[config.mk]
export PLATFORM = sky130hd
export DESIGN_NAME = rsoc_top
export DESIGN_NICKNAME = d
export VERILOG_FILES = /design/src/inc/rsoc_pkg.sv /design/src/rtl/rsoc_option_store.sv /design/src/rtl/rsoc_top.sv
export VERILOG_INCLUDE_DIRS = /design/src /design/src/inc
export SDC_FILE = /design/constraint.sdc
export NUM_CORES = 1
export LEC_CHECK = 0
export ABC_AREA = 1
export ABC_CLOCK_PERIOD_IN_PS = 3050
export BUFFER_PORTS_ARGS = -buffer_cell sky130_fd_sc_hd__buf_2
export CAP_MARGIN = 20
export CORE_UTILIZATION = 55
export CTS_CLUSTER_SIZE = 24
export DETAILED_ROUTE_END_ITERATION = 8
export PLACE_DENSITY = 0.89
export SKIP_CTS_REPAIR_TIMING = 1
export SYNTH_ARGS = -nofsm -noshare
export SYNTH_HDL_FRONTEND = slang
export SYNTH_SLANG_ARGS = --single-unit
[constraint.sdc]
create_clock -name ref_clk -period 3.05 [get_ports ref_clk]
set_input_delay 0.61 -clock ref_clk [delete_from_list [all_inputs] [get_ports ref_clk]]
set_output_delay 0.61 -clock ref_clk [all_outputs]
set_load 0.005 [all_outputs]
[src/inc/rsoc_cfg.svh]
/*
 Addresses, field positions, reset values and timing counts of the reset
 source and option block. Assumes byte addressing on a 16-bit register port.
*/
`ifndef RSOC_CFG_SVH
`define RSOC_CFG_SVH

// Register addresses
`define RSOC_ADDR_PM0        16'h0004
`define RSOC_ADDR_WRITE_PROTECT_REGISTER       16'h000a
`define RSOC_ADDR_RESET_CAUSE_FLAGS      16'h000b
`define RSOC_ADDR_MONITOR_CONTROL_REGISTER       16'h0032
`define RSOC_ADDR_WATCHDOG_OPTION_BYTE       16'hffdb
`define RSOC_ADDR_OFS        16'hffff

// Field positions
`define RSOC_PM0_SOFT_BIT    3
`define RSOC_WRITE_PROTECT_REGISTER_UNLOCK_BIT 1
`define RSOC_MONITOR_CONTROL_REGISTER_EN_BIT     0
`define RSOC_RF_CWR_BIT      0
`define RSOC_RF_HWR_BIT      1
`define RSOC_RF_SWR_BIT      2
`define RSOC_RF_WDR_BIT      3
`define RSOC_OFS_WATCHDOG_AUTOSTART_SELECT_BIT   0
`define RSOC_OFS_ROM_PROTECT_GATE_BIT   2
`define RSOC_OFS_ROMCP_BIT   3
`define RSOC_OFS_VDSEL_LO    4
`define RSOC_OFS_MONITOR_START_SELECT_BIT   6
`define RSOC_OFS_CSPRO_BIT   7
`define RSOC_WATCHDOG_OPTION_BYTE_UFS_LO     0
`define RSOC_WATCHDOG_OPTION_BYTE_RCS_LO     2

// Reset and erased values
`define RSOC_ERASED_BYTE     8'hff
`define RSOC_PM0_RESET       8'h00
`define RSOC_ZERO_BYTE       8'h00
`define RSOC_P4_FORCE_MASK   8'hfc
`define RSOC_P5_FORCE_MASK   8'hc0

// Timing
`define RSOC_CLK_PERIOD_NS   10
`define RSOC_LOCO_PERIOD_NS  8000
`define RSOC_LOCO_CYCLES     \
	((`RSOC_LOCO_PERIOD_NS + `RSOC_CLK_PERIOD_NS - 1) / `RSOC_CLK_PERIOD_NS)
`define RSOC_STRETCH_TICKS   32
`define RSOC_DIV_W           16
`define RSOC_TICK_W          6

`endif

[src/inc/rsoc_pkg.sv]
/*
 Types of the reset source and option block: sequencer states and the
 packed state record of the top module. Assumes rsoc_cfg.svh is available.
*/
`include "rsoc_cfg.svh"

package rsoc_pkg;

	// Sequencer states, one-hot
	typedef enum logic [2:0] {
		RSOC_ST_POWER = 3'b001,
		RSOC_ST_HOLD  = 3'b010,
		RSOC_ST_RUN   = 3'b100
	} rsoc_seq_type;

	// Whole state of the top module
	typedef struct packed {
		rsoc_seq_type              seq;
		logic [`RSOC_DIV_W-1:0]    div_cnt;
		logic [`RSOC_TICK_W-1:0]   tick_cnt;
		logic                      cold_warm_flag;
		logic                      pin_reset_seen;
		logic                      soft_reset_seen;
		logic                      watchdog_reset_seen;
		logic                      mode_reg_write_unlock;
		logic [7:0]                processor_mode_zero;
		logic                      monitor_reset_enable;
		logic [7:0]                start_opt;
		logic [7:0]                wdt_opt;
		logic                      pin_low;
		logic                      seq_start;
		logic                      rd_opt;
		logic [7:0]                rdata;
	} rsoc_state_type;

endpackage : rsoc_pkg

[src/rtl/rsoc_option_store.sv]
/*
 Option byte storage: the two flash option bytes with a programmer write and
 erase port and a registered read port. Assumes a single clock and that
 sys_rst stands for the first power-up of a blank part.
*/
`timescale 1ns/1ns
`include "rsoc_cfg.svh"

module rsoc_option_store
	import rsoc_pkg::*;
(
	input  wire logic       ref_clk,       // System clock
	input  wire logic       sys_rst,       // Synchronous reset, high
	input  wire logic       prog_we,       // Programmer write strobe
	input  wire logic       prog_sel,      // 0 startup byte, 1 watchdog byte
	input  wire logic [7:0] prog_data,     // Programmer data
	input  wire logic       prog_erase,    // Block erase strobe
	input  wire logic       rd_sel,        // Read select, 1 watchdog byte
	output logic      [7:0] rd_data,       // Registered read data
	output logic      [7:0] startup_byte,  // Live startup option byte
	output logic      [7:0] watchdog_byte  // Live watchdog option byte
);

	logic [7:0] mem [0:1];
	logic [7:0] rd_q;

	// Erase wins over a write in the same cycle, as the block is wiped
	always_ff @(posedge ref_clk) begin
		if (sys_rst || prog_erase) begin
			mem[0] <= `RSOC_ERASED_BYTE;
			mem[1] <= `RSOC_ERASED_BYTE;
		end else if (prog_we) begin
			mem[prog_sel] <= prog_data;
		end
		rd_q <= sys_rst ? `RSOC_ZERO_BYTE : mem[rd_sel];
	end

	assign rd_data       = rd_q;
	assign startup_byte  = mem[0];
	assign watchdog_byte = mem[1];

endmodule : rsoc_option_store

[src/rtl/rsoc_top.sv]
/*
 Reset source merger, reset cause flags and option byte decode of a small
 microcontroller. Assumes synchronous inputs on ref_clk, a CPU register port
 with read data one cycle after the strobe, an analog comparator level for
 the supply monitor and a one-cycle underflow pulse from the watchdog.
*/
// Behaviour
// - Five reset sources: pin, power-on, supply monitor, watchdog, software.
// - Hardware reset held as long as the reset pin stays low.
// - Writing one to the software reset bit of mode register zero resets.
// - Watchdog underflow causes a reset.
// - While the reset pin is low, all general-purpose port pins become inputs; here ports 0..3 and 6, port 4 bits 7..2 and port 5 bits 7..6 only.
// - Cause register bits one to three flag pin, software, watchdog resets.
// - Cold/warm flag clears on power-on or monitor reset, else holds.
// - Writing one sets the cold/warm flag; writing zero does nothing.
// - With monitor reset disabled, the cold/warm flag is not guaranteed.
// - Cause register bits four to six undefined, bit seven reads zero.
// - Erased option bytes read all ones, every setting inactive.
// - Option bit zero zero starts the watchdog after reset, one keeps it stopped.
// - ROM protection only when option bit two is one and bit three zero.
// - Option bits five and four select the detection threshold code.
// - The same threshold code drives power-on and monitor reset.
// - Option bit six zero enables monitor reset and power-on reset.
// - Option bit seven zero enables watchdog count-source protection.
// - Second option byte gives underflow period and refresh window selects.
// - After power-on or monitor reset ends, wait 32 slow-oscillator clocks.
// - After any reset, select the undivided slow oscillator as CPU clock.
`timescale 1ns/1ns
`include "rsoc_cfg.svh"

module rsoc_top
	import rsoc_pkg::*;
#(
	parameter int LOCO_DIV      = `RSOC_LOCO_CYCLES,   // System clocks per slow tick
	parameter int STRETCH_TICKS = `RSOC_STRETCH_TICKS  // Slow ticks after supply is good
)
(
	input  wire logic        ref_clk,               // System clock, 100 MHz
	input  wire logic        sys_rst,               // Power-on reset, sync, high
	input  wire logic        reset_pin_n,           // External reset pin, low active
	input  wire logic        vcc_below_detect,      // Supply at or below threshold
	input  wire logic        wdt_underflow,         // Watchdog underflow pulse
	input  wire logic [15:0] reg_addr,              // Register address
	input  wire logic [7:0]  reg_wdata,             // Register write data
	input  wire logic        reg_wr,                // Register write strobe
	input  wire logic        reg_rd,                // Register read strobe
	output logic      [7:0]  reg_rdata,             // Read data, cycle after strobe
	input  wire logic        opt_prog_we,           // Programmer option write
	input  wire logic        opt_prog_sel,          // 0 startup, 1 watchdog byte
	input  wire logic [7:0]  opt_prog_data,         // Programmer option data
	input  wire logic        opt_prog_erase,        // Programmer block erase
	output logic             internal_reset,        // Merged reset to the chip
	output logic             reset_sequence_start,  // Pulse at reset release
	output logic             cpu_clk_loco_select,   // Force slow undivided clock
	output logic             port_group_force_in,   // Ports 0..3 and 6 to input
	output logic      [7:0]  port4_force_in,        // Port 4 bits forced to input
	output logic      [7:0]  port5_force_in,        // Port 5 bits forced to input
	output logic             watchdog_autostart,    // Watchdog runs after reset
	output logic             rom_protect_active,    // ROM code protection on
	output logic      [1:0]  por_detect_threshold,  // Level code to power-on reset
	output logic      [1:0]  mon_detect_threshold,  // Level code to supply monitor
	output logic             monitor_reset_on,      // Monitor reset enable level
	output logic             count_source_guard,    // Count-source protection on
	output logic      [1:0]  underflow_period_sel,  // Watchdog period select
	output logic      [1:0]  refresh_window_sel     // Watchdog refresh window
);

	rsoc_state_type st;
	rsoc_state_type next_st;

	logic [7:0] opt_rd_data;
	logic [7:0] startup_byte;
	logic [7:0] watchdog_byte;

	// Two-bit field extraction, shared by three option fields
	function automatic logic [1:0] rsoc_field2(input logic [7:0] b, input int lo);
		logic [1:0] f;
		f = {b[lo + 1], b[lo]};
		return f;
	endfunction : rsoc_field2

	// Address compare, used by every write and read decode of each register
	function automatic logic rsoc_hit(input logic [15:0] a, input logic [15:0] r);
		logic h;
		h = (a == r);
		return h;
	endfunction : rsoc_hit

	// Option byte storage with registered read
	rsoc_option_store u_opt (
		.ref_clk       (ref_clk),
		.sys_rst       (sys_rst),
		.prog_we       (opt_prog_we),
		.prog_sel      (opt_prog_sel),
		.prog_data     (opt_prog_data),
		.prog_erase    (opt_prog_erase),
		.rd_sel        (rsoc_hit(reg_addr, `RSOC_ADDR_WATCHDOG_OPTION_BYTE)),
		.rd_data       (opt_rd_data),
		.startup_byte  (startup_byte),
		.watchdog_byte (watchdog_byte)
	);

	// Next state of the whole block
	always_comb begin
		logic                    tick;
		logic                    monitor_start_select_off;
		logic                    mon_trip;
		logic                    soft_req;
		logic                    in_reset;
		logic [`RSOC_DIV_W-1:0]  div_last;
		logic [`RSOC_TICK_W-1:0] tick_last;
		tick      = 1'b0;
		monitor_start_select_off = startup_byte[`RSOC_OFS_MONITOR_START_SELECT_BIT];
		mon_trip  = 1'b0;
		soft_req  = 1'b0;
		in_reset  = 1'b0;
		div_last  = `RSOC_DIV_W'(LOCO_DIV - 1);
		tick_last = `RSOC_TICK_W'(STRETCH_TICKS - 1);
		next_st   = st;
		next_st.seq_start = 1'b0;
		next_st.rd_opt    = 1'b0;
		next_st.rdata     = `RSOC_ZERO_BYTE;
		next_st.pin_low   = ~reset_pin_n;

		// Slow oscillator stand-in: one-cycle enable from a divider
		if (st.div_cnt == div_last) begin
			next_st.div_cnt = '0;
			tick = 1'b1;
		end else begin
			next_st.div_cnt = st.div_cnt + `RSOC_DIV_W'(1);
		end

		// Monitor trips only while its run-time enable is set
		mon_trip = st.monitor_reset_enable & vcc_below_detect;

		// Software request needs the unlock bit, else the write is lost
		soft_req = reg_wr && rsoc_hit(reg_addr, `RSOC_ADDR_PM0)
			&& st.mode_reg_write_unlock
			&& reg_wdata[`RSOC_PM0_SOFT_BIT];

		unique case (st.seq)
			RSOC_ST_POWER: begin
				in_reset = 1'b1;
				next_st.cold_warm_flag = 1'b0;
				if (!reset_pin_n) begin
					next_st.tick_cnt = '0;
				end else if (monitor_start_select_off) begin
					// Power-on reset only works with the monitor enabled
					next_st.seq = RSOC_ST_RUN;
					next_st.seq_start = 1'b1;
				end else if (vcc_below_detect) begin
					next_st.tick_cnt = '0;
				end else if (tick) begin
					if (st.tick_cnt == tick_last) begin
						next_st.seq = RSOC_ST_RUN;
						next_st.seq_start = 1'b1;
						next_st.tick_cnt = '0;
					end else begin
						next_st.tick_cnt = st.tick_cnt + `RSOC_TICK_W'(1);
					end
				end
			end
			RSOC_ST_HOLD: begin
				in_reset = 1'b1;
				if (!monitor_start_select_off && vcc_below_detect) begin
					// Supply loss inside a warm reset escalates
					next_st.seq = RSOC_ST_POWER;
					next_st.tick_cnt = '0;
				end else if (!reset_pin_n) begin
					next_st.pin_reset_seen      = 1'b1;
					next_st.soft_reset_seen     = 1'b0;
					next_st.watchdog_reset_seen = 1'b0;
				end else begin
					next_st.seq = RSOC_ST_RUN;
					next_st.seq_start = 1'b1;
				end
			end
			RSOC_ST_RUN: begin
				// Priority: supply, pin, watchdog, software
				if (mon_trip) begin
					next_st.seq = RSOC_ST_POWER;
					next_st.tick_cnt = '0;
					next_st.cold_warm_flag = 1'b0;
					next_st.pin_reset_seen      = 1'b0;
					next_st.soft_reset_seen     = 1'b0;
					next_st.watchdog_reset_seen = 1'b0;
				end else if (!reset_pin_n) begin
					next_st.seq = RSOC_ST_HOLD;
					next_st.pin_reset_seen      = 1'b1;
					next_st.soft_reset_seen     = 1'b0;
					next_st.watchdog_reset_seen = 1'b0;
				end else if (wdt_underflow) begin
					next_st.seq = RSOC_ST_HOLD;
					next_st.pin_reset_seen      = 1'b0;
					next_st.soft_reset_seen     = 1'b0;
					next_st.watchdog_reset_seen = 1'b1;
				end else if (soft_req) begin
					next_st.seq = RSOC_ST_HOLD;
					next_st.pin_reset_seen      = 1'b0;
					next_st.soft_reset_seen     = 1'b1;
					next_st.watchdog_reset_seen = 1'b0;
				end else if (reg_wr) begin
					// Register writes, only while the CPU runs
					if (rsoc_hit(reg_addr, `RSOC_ADDR_WRITE_PROTECT_REGISTER)) begin
						next_st.mode_reg_write_unlock =
							reg_wdata[`RSOC_WRITE_PROTECT_REGISTER_UNLOCK_BIT];
					end
					if (rsoc_hit(reg_addr, `RSOC_ADDR_PM0)
						&& st.mode_reg_write_unlock) begin
						next_st.processor_mode_zero = reg_wdata;
						next_st.processor_mode_zero[`RSOC_PM0_SOFT_BIT] = 1'b0;
					end
					if (rsoc_hit(reg_addr, `RSOC_ADDR_MONITOR_CONTROL_REGISTER)) begin
						next_st.monitor_reset_enable =
							reg_wdata[`RSOC_MONITOR_CONTROL_REGISTER_EN_BIT];
					end
					// Only a one has effect; bit seven is not stored
					if (rsoc_hit(reg_addr, `RSOC_ADDR_RESET_CAUSE_FLAGS)
						&& reg_wdata[`RSOC_RF_CWR_BIT]) begin
						next_st.cold_warm_flag = 1'b1;
					end
				end
			end
			default: begin
				// Illegal code: restart as if power came up
				next_st.seq = RSOC_ST_POWER;
				next_st.tick_cnt = '0;
			end
		endcase

		// While held in reset, registers take their reset values
		if (in_reset) begin
			next_st.mode_reg_write_unlock = 1'b0;
			next_st.processor_mode_zero   = `RSOC_PM0_RESET;
			// Monitor run-time enable follows the option bit after reset
			next_st.monitor_reset_enable  = ~monitor_start_select_off;
			// Option settings are sampled throughout reset, used after it
			next_st.start_opt = startup_byte;
			next_st.wdt_opt   = watchdog_byte;
		end

		// Register reads; option bytes come from the store's own register
		if (reg_rd) begin
			if (rsoc_hit(reg_addr, `RSOC_ADDR_RESET_CAUSE_FLAGS)) begin
				// Bits four to six undefined, shown as zero; bit seven zero
				next_st.rdata[`RSOC_RF_CWR_BIT] = st.cold_warm_flag;
				next_st.rdata[`RSOC_RF_HWR_BIT] = st.pin_reset_seen;
				next_st.rdata[`RSOC_RF_SWR_BIT] = st.soft_reset_seen;
				next_st.rdata[`RSOC_RF_WDR_BIT] = st.watchdog_reset_seen;
			end else if (rsoc_hit(reg_addr, `RSOC_ADDR_PM0)) begin
				next_st.rdata = st.processor_mode_zero;
			end else if (rsoc_hit(reg_addr, `RSOC_ADDR_WRITE_PROTECT_REGISTER)) begin
				next_st.rdata[`RSOC_WRITE_PROTECT_REGISTER_UNLOCK_BIT] = st.mode_reg_write_unlock;
			end else if (rsoc_hit(reg_addr, `RSOC_ADDR_MONITOR_CONTROL_REGISTER)) begin
				next_st.rdata[`RSOC_MONITOR_CONTROL_REGISTER_EN_BIT] = st.monitor_reset_enable;
			end else if (rsoc_hit(reg_addr, `RSOC_ADDR_OFS)
				|| rsoc_hit(reg_addr, `RSOC_ADDR_WATCHDOG_OPTION_BYTE)) begin
				next_st.rd_opt = 1'b1;
			end
		end
	end

	// State register; power-on is the only reset of the block's own flops
	always_ff @(posedge ref_clk) begin
		if (sys_rst) begin
			st.seq                   <= RSOC_ST_POWER;
			st.div_cnt               <= '0;
			st.tick_cnt              <= '0;
			st.cold_warm_flag        <= 1'b0;
			st.pin_reset_seen        <= 1'b0;
			st.soft_reset_seen       <= 1'b0;
			st.watchdog_reset_seen   <= 1'b0;
			st.mode_reg_write_unlock <= 1'b0;
			st.processor_mode_zero   <= `RSOC_PM0_RESET;
			st.monitor_reset_enable  <= 1'b0;
			st.start_opt             <= `RSOC_ERASED_BYTE;
			st.wdt_opt               <= `RSOC_ERASED_BYTE;
			st.pin_low               <= 1'b0;
			st.seq_start             <= 1'b0;
			st.rd_opt                <= 1'b0;
			st.rdata                 <= `RSOC_ZERO_BYTE;
		end else begin
			st <= next_st;
		end
	end

	// Read data: zero outside the cycle after a read strobe
	assign reg_rdata = st.rd_opt ? opt_rd_data : st.rdata;

	// Merged reset is a state decode, so it leaves in step with the clock
	assign internal_reset       = (st.seq != RSOC_ST_RUN);
	assign reset_sequence_start = st.seq_start;
	assign cpu_clk_loco_select  = internal_reset;

	// Port direction override while the pin is held low
	assign port_group_force_in = st.pin_low;
	assign port4_force_in      = st.pin_low ? `RSOC_P4_FORCE_MASK : `RSOC_ZERO_BYTE;
	assign port5_force_in      = st.pin_low ? `RSOC_P5_FORCE_MASK : `RSOC_ZERO_BYTE;

	// Startup option decode; erased byte leaves every feature inactive
	assign watchdog_autostart = ~st.start_opt[`RSOC_OFS_WATCHDOG_AUTOSTART_SELECT_BIT];
	assign rom_protect_active = st.start_opt[`RSOC_OFS_ROM_PROTECT_GATE_BIT]
		& ~st.start_opt[`RSOC_OFS_ROMCP_BIT];
	// One threshold code feeds both detectors, never two different levels
	assign por_detect_threshold = rsoc_field2(st.start_opt, `RSOC_OFS_VDSEL_LO);
	assign mon_detect_threshold = rsoc_field2(st.start_opt, `RSOC_OFS_VDSEL_LO);
	assign monitor_reset_on     = st.monitor_reset_enable;
	assign count_source_guard   = ~st.start_opt[`RSOC_OFS_CSPRO_BIT];

	// Watchdog option decode
	assign underflow_period_sel = rsoc_field2(st.wdt_opt, `RSOC_WATCHDOG_OPTION_BYTE_UFS_LO);
	assign refresh_window_sel   = rsoc_field2(st.wdt_opt, `RSOC_WATCHDOG_OPTION_BYTE_RCS_LO);

endmodule : rsoc_top

==> impl_metrics.csv <==
group,metric,value,unit
setup_path,crit_path_cell_trace,"mux2_2 > buf_2",
sta,tightest_slew,0.791,ns
sta,setup_slack,1.02,ns
sta,timing.final.crit_share,0.666,
sta,grt_setup_unrepaired,"false",
clocking,clk-insertion-delay-late,0.36,ns
finish,final-instance-count-excl-fill,696,
global_route,grt_pass1_wl,14.3,mm
sta,hold_violations,0,
place,gp_congestion,0.834,
clocking,cts.clk_slew.worst_paths,0.09,ns
setup_path,worstSetupEndpoint,"reg_rdata[3]",
finish,flow.area_growth_from_synthesis,12.0,%
setup_path,highest_net_fanout_along_the_worst_path,8,
setup_path,critPathArrivalTime,1.42,ns
setup_path,cp.required,2.44,ns
synth,netlist_instances,535,
setup_path,regToRegSetupSlack,1.16,ns
setup_path,setup.worst_path.start,"st[8]",
drt,drt_antenna_net_count,0,
place,pre_cts_slack,0.831,ns
global_route,globalRoute.totalOverflow,0,
setup_path,critical_path_cell_count,2,
floorplan,die_x,88.1,µm
floorplan,coreArea,7210,µm²
global_route,grt_start_max_net_pins,21,
clocking,max-clock-path-buffers,2,
drt,detail_route.iter0.violations,299,
setup_path,slowest_delay,0.53,ns
sta,fin_worst_skew,0.00937,ns
drt,first_pass_iters,5,
synth,async_flop_share,0,
sta,number_of_setup_violations_in_the_final_report,0,
synth,netlist_area,4080,µm²
setup_path,critical-path-top-delay-family,"flip-flops",
setup_path,timing.critical_path.from_type,"flip-flop",
sta,fin_tns_setup,0,ns
setup_path,worst_r2r_endpoint,"st[29]",
place,placed_cells_incl_taps,680,
finish,layout.core_utilization,0.633,
setup_path,crit_path_top_delay_cell,"dfxtp_1",
clocking,ctsHtreeMaxLevel,3,
floorplan,die_h,88.1,µm
min_path,min_path_type,"flip-flop to flip-flop",
synth,ys_seq_elements,83,
sta,fmaxAchievable,492,MHz
clocking,clock_tree.root_cell,"clkbuf_8",
setup_path,critical_path_class,"flip-flop to primary output",
drt,detailroute.via_count,3666,
synth,yosysWarningCount,0,
place,placement.io_buffers,73,
power_and_ir_drop,power_density,505,nW/µm²
sta,holdWs,0.440,ns
floorplan,fp-row-count,31,
synth,synth_enable_flop_cells,16,
floorplan,top_level_ports,82,
floorplan,initial_core_util,0.565,
drt,routed_via_density,5.27,
setup_path,r2r.worst_path.cells,6,
job,timing.max_cap.violations,0,
run_status,outcome,"completed",
global_route,grtUsageTotal,0.239,
synth,ys.flop_type,"dfxtp_1",
power_and_ir_drop,peak_ir_drop_on_the_vdd_network,0.000358,V
global_route,number_of_global_route_vias_before_repair,3298,
global_route,grt_antenna_before_repair,0,
drt,routed_wirelength,8.84,mm
finish,design.final.nets,636,
setup_path,critical_path.endpoint_type,"primary output",
clocking,cts_sinks,83,
drt,remaining_drc_errors,0,
sta,maxSlewHeadroom,0.471,
synth,yosys.cell_types.count,37,
clocking,tritoncts_clock_tree,"built",
sta,finalMaxSlewViolations,0,
setup_path,critical_path.reg2reg.startpoint,"st[64]",
floorplan,floorplan.die_area,7760,µm²
min_path,min_path_cells,2,
finish,drive_above_1_share,0.216,
sta,finalWorstPathRequiredPeriod,2.03,ns
setup_path,worst-path-buf-inv,1,
finish,diodes,0,
place,detailedPlacementHpwl,6.53,mm
synth,ys_seq_area_frac,0.447,
clocking,number_of_buffers_created_by_cts,9,
synth,avgSynthCellArea,7.62,µm²
drt,avgRoutedWirePerCell,12.7,µm
power_and_ir_drop,power.static_leakage,2.00,nW
## registers in the layout, summed over array words and instances (netlist names)
signal	count
u_opt.mem	16
monitor_reset_on	1
st	50
u_opt.rd_data	8
reset_sequence_start	1
underflow_period_sel	2
port_group_force_in	1
mon_detect_threshold	2
refresh_window_sel	2
## power by group
group | switching, mW | internal (mW) | leakage [nW]
logic | 0.183 | 0.101 | 1.21
clock network | 0.426 | 0.392 | 0.102
registers | 0.0340 | 1.17 | 0.692
## worst min-delay path by stage
stage	start	end	slack [ns]
after floorplan	st[32]	st[4]	0.41
after global placement	st[35]	st[7]	0.42
after detailed placement	st[34]	st[6]	0.42
after CTS	st[34]	st[6]	0.44
after global routing	st[34]	st[6]	0.45
final	st[34]	st[6]	0.44
## worst register-to-register path: stages, from the launching register on
cell	delay [ns]
dfxtp_1	0.47
nor3_4	0.10
inv_1	0.12
nand2_2	0.15
nor2_1	0.64
o21ai_0	0.21
nor2_1	0.14
## placed cells by master (no fill, tap or decap), drive strengths merged
master	n
clkbuf	9
nor4	1
nand3	35
inv	69
mux2	8
a31oi	2
ha	2
conb	8
nand2	106
nand4	12
dfxtp	67
clkinv	2
or2	6
a211oi	1
nor3	26
a21oi	34
xnor2	1
nor3b	3
clkinvlp	1
buf	75
o21a	2
xor2	2
nor2	80
o21ai	24
nand3b	4
edfxtp	16
bufinv	1
## area by class of cell
class | instances | area [µm²]
Timing Repair Buffer | 75 | 380
Clock buffer | 9 | 124
Clock inverter | 7 | 83.8
Fill cell | 616 | 2650
Inverter | 66 | 250
Tap cell | 99 | 124
Multi-Input combinational cell | 357 | 1780
Sequential cell | 83 | 1820
## metal layers
layer | global-route usage | wire length, µm
met1 | 0.293 | 3820
met2 | 0.392 | 4240
met3 | 0.0547 | 553
met4 | 0.128 | 231
met5 | 0 | 0
## stage by stage
step / cell area (µm²) / power [mW]
floorplan: 4100 / 1.43
global placement: 4360 / 1.49
detailed placement: 4360 / 1.51
CTS: 4570 / 2.31
global route: 4570 / 2.41
finish: 4570 / 2.31
## cell usage after synthesis, types with 5 or more instances
cell	n	area [µm²]
nand2_1	100	375
nor2_1	71	267
dfxtp_1	67	1340
inv_1	61	229
a21oi_1	33	165
nand3_1	33	165
buf_4	27	203
nor3_1	23	115
o21ai_0	23	115
edfxtp_1	16	480
nand4_1	12	75.1
mux2_2	8	90.1
nor2_2	6	37.5
clkbuf_1	5	18.8
nand2_2	5	31.3
## kinds of logic after synthesis
kind of cell	Yosys count	share of synthesized area
adder cells (fa/ha/maj)	2	0.00614
AND/OR/NAND/NOR	273	0.313
buffers and inverters	102	0.122
flip-flops	83	0.447
multiplexers	8	0.0221
other	1	0.000920
AO/OA/AOI/OAI	63	0.0825
XOR/XNOR	3	0.00644
Power figures use the tool's default switching activity.
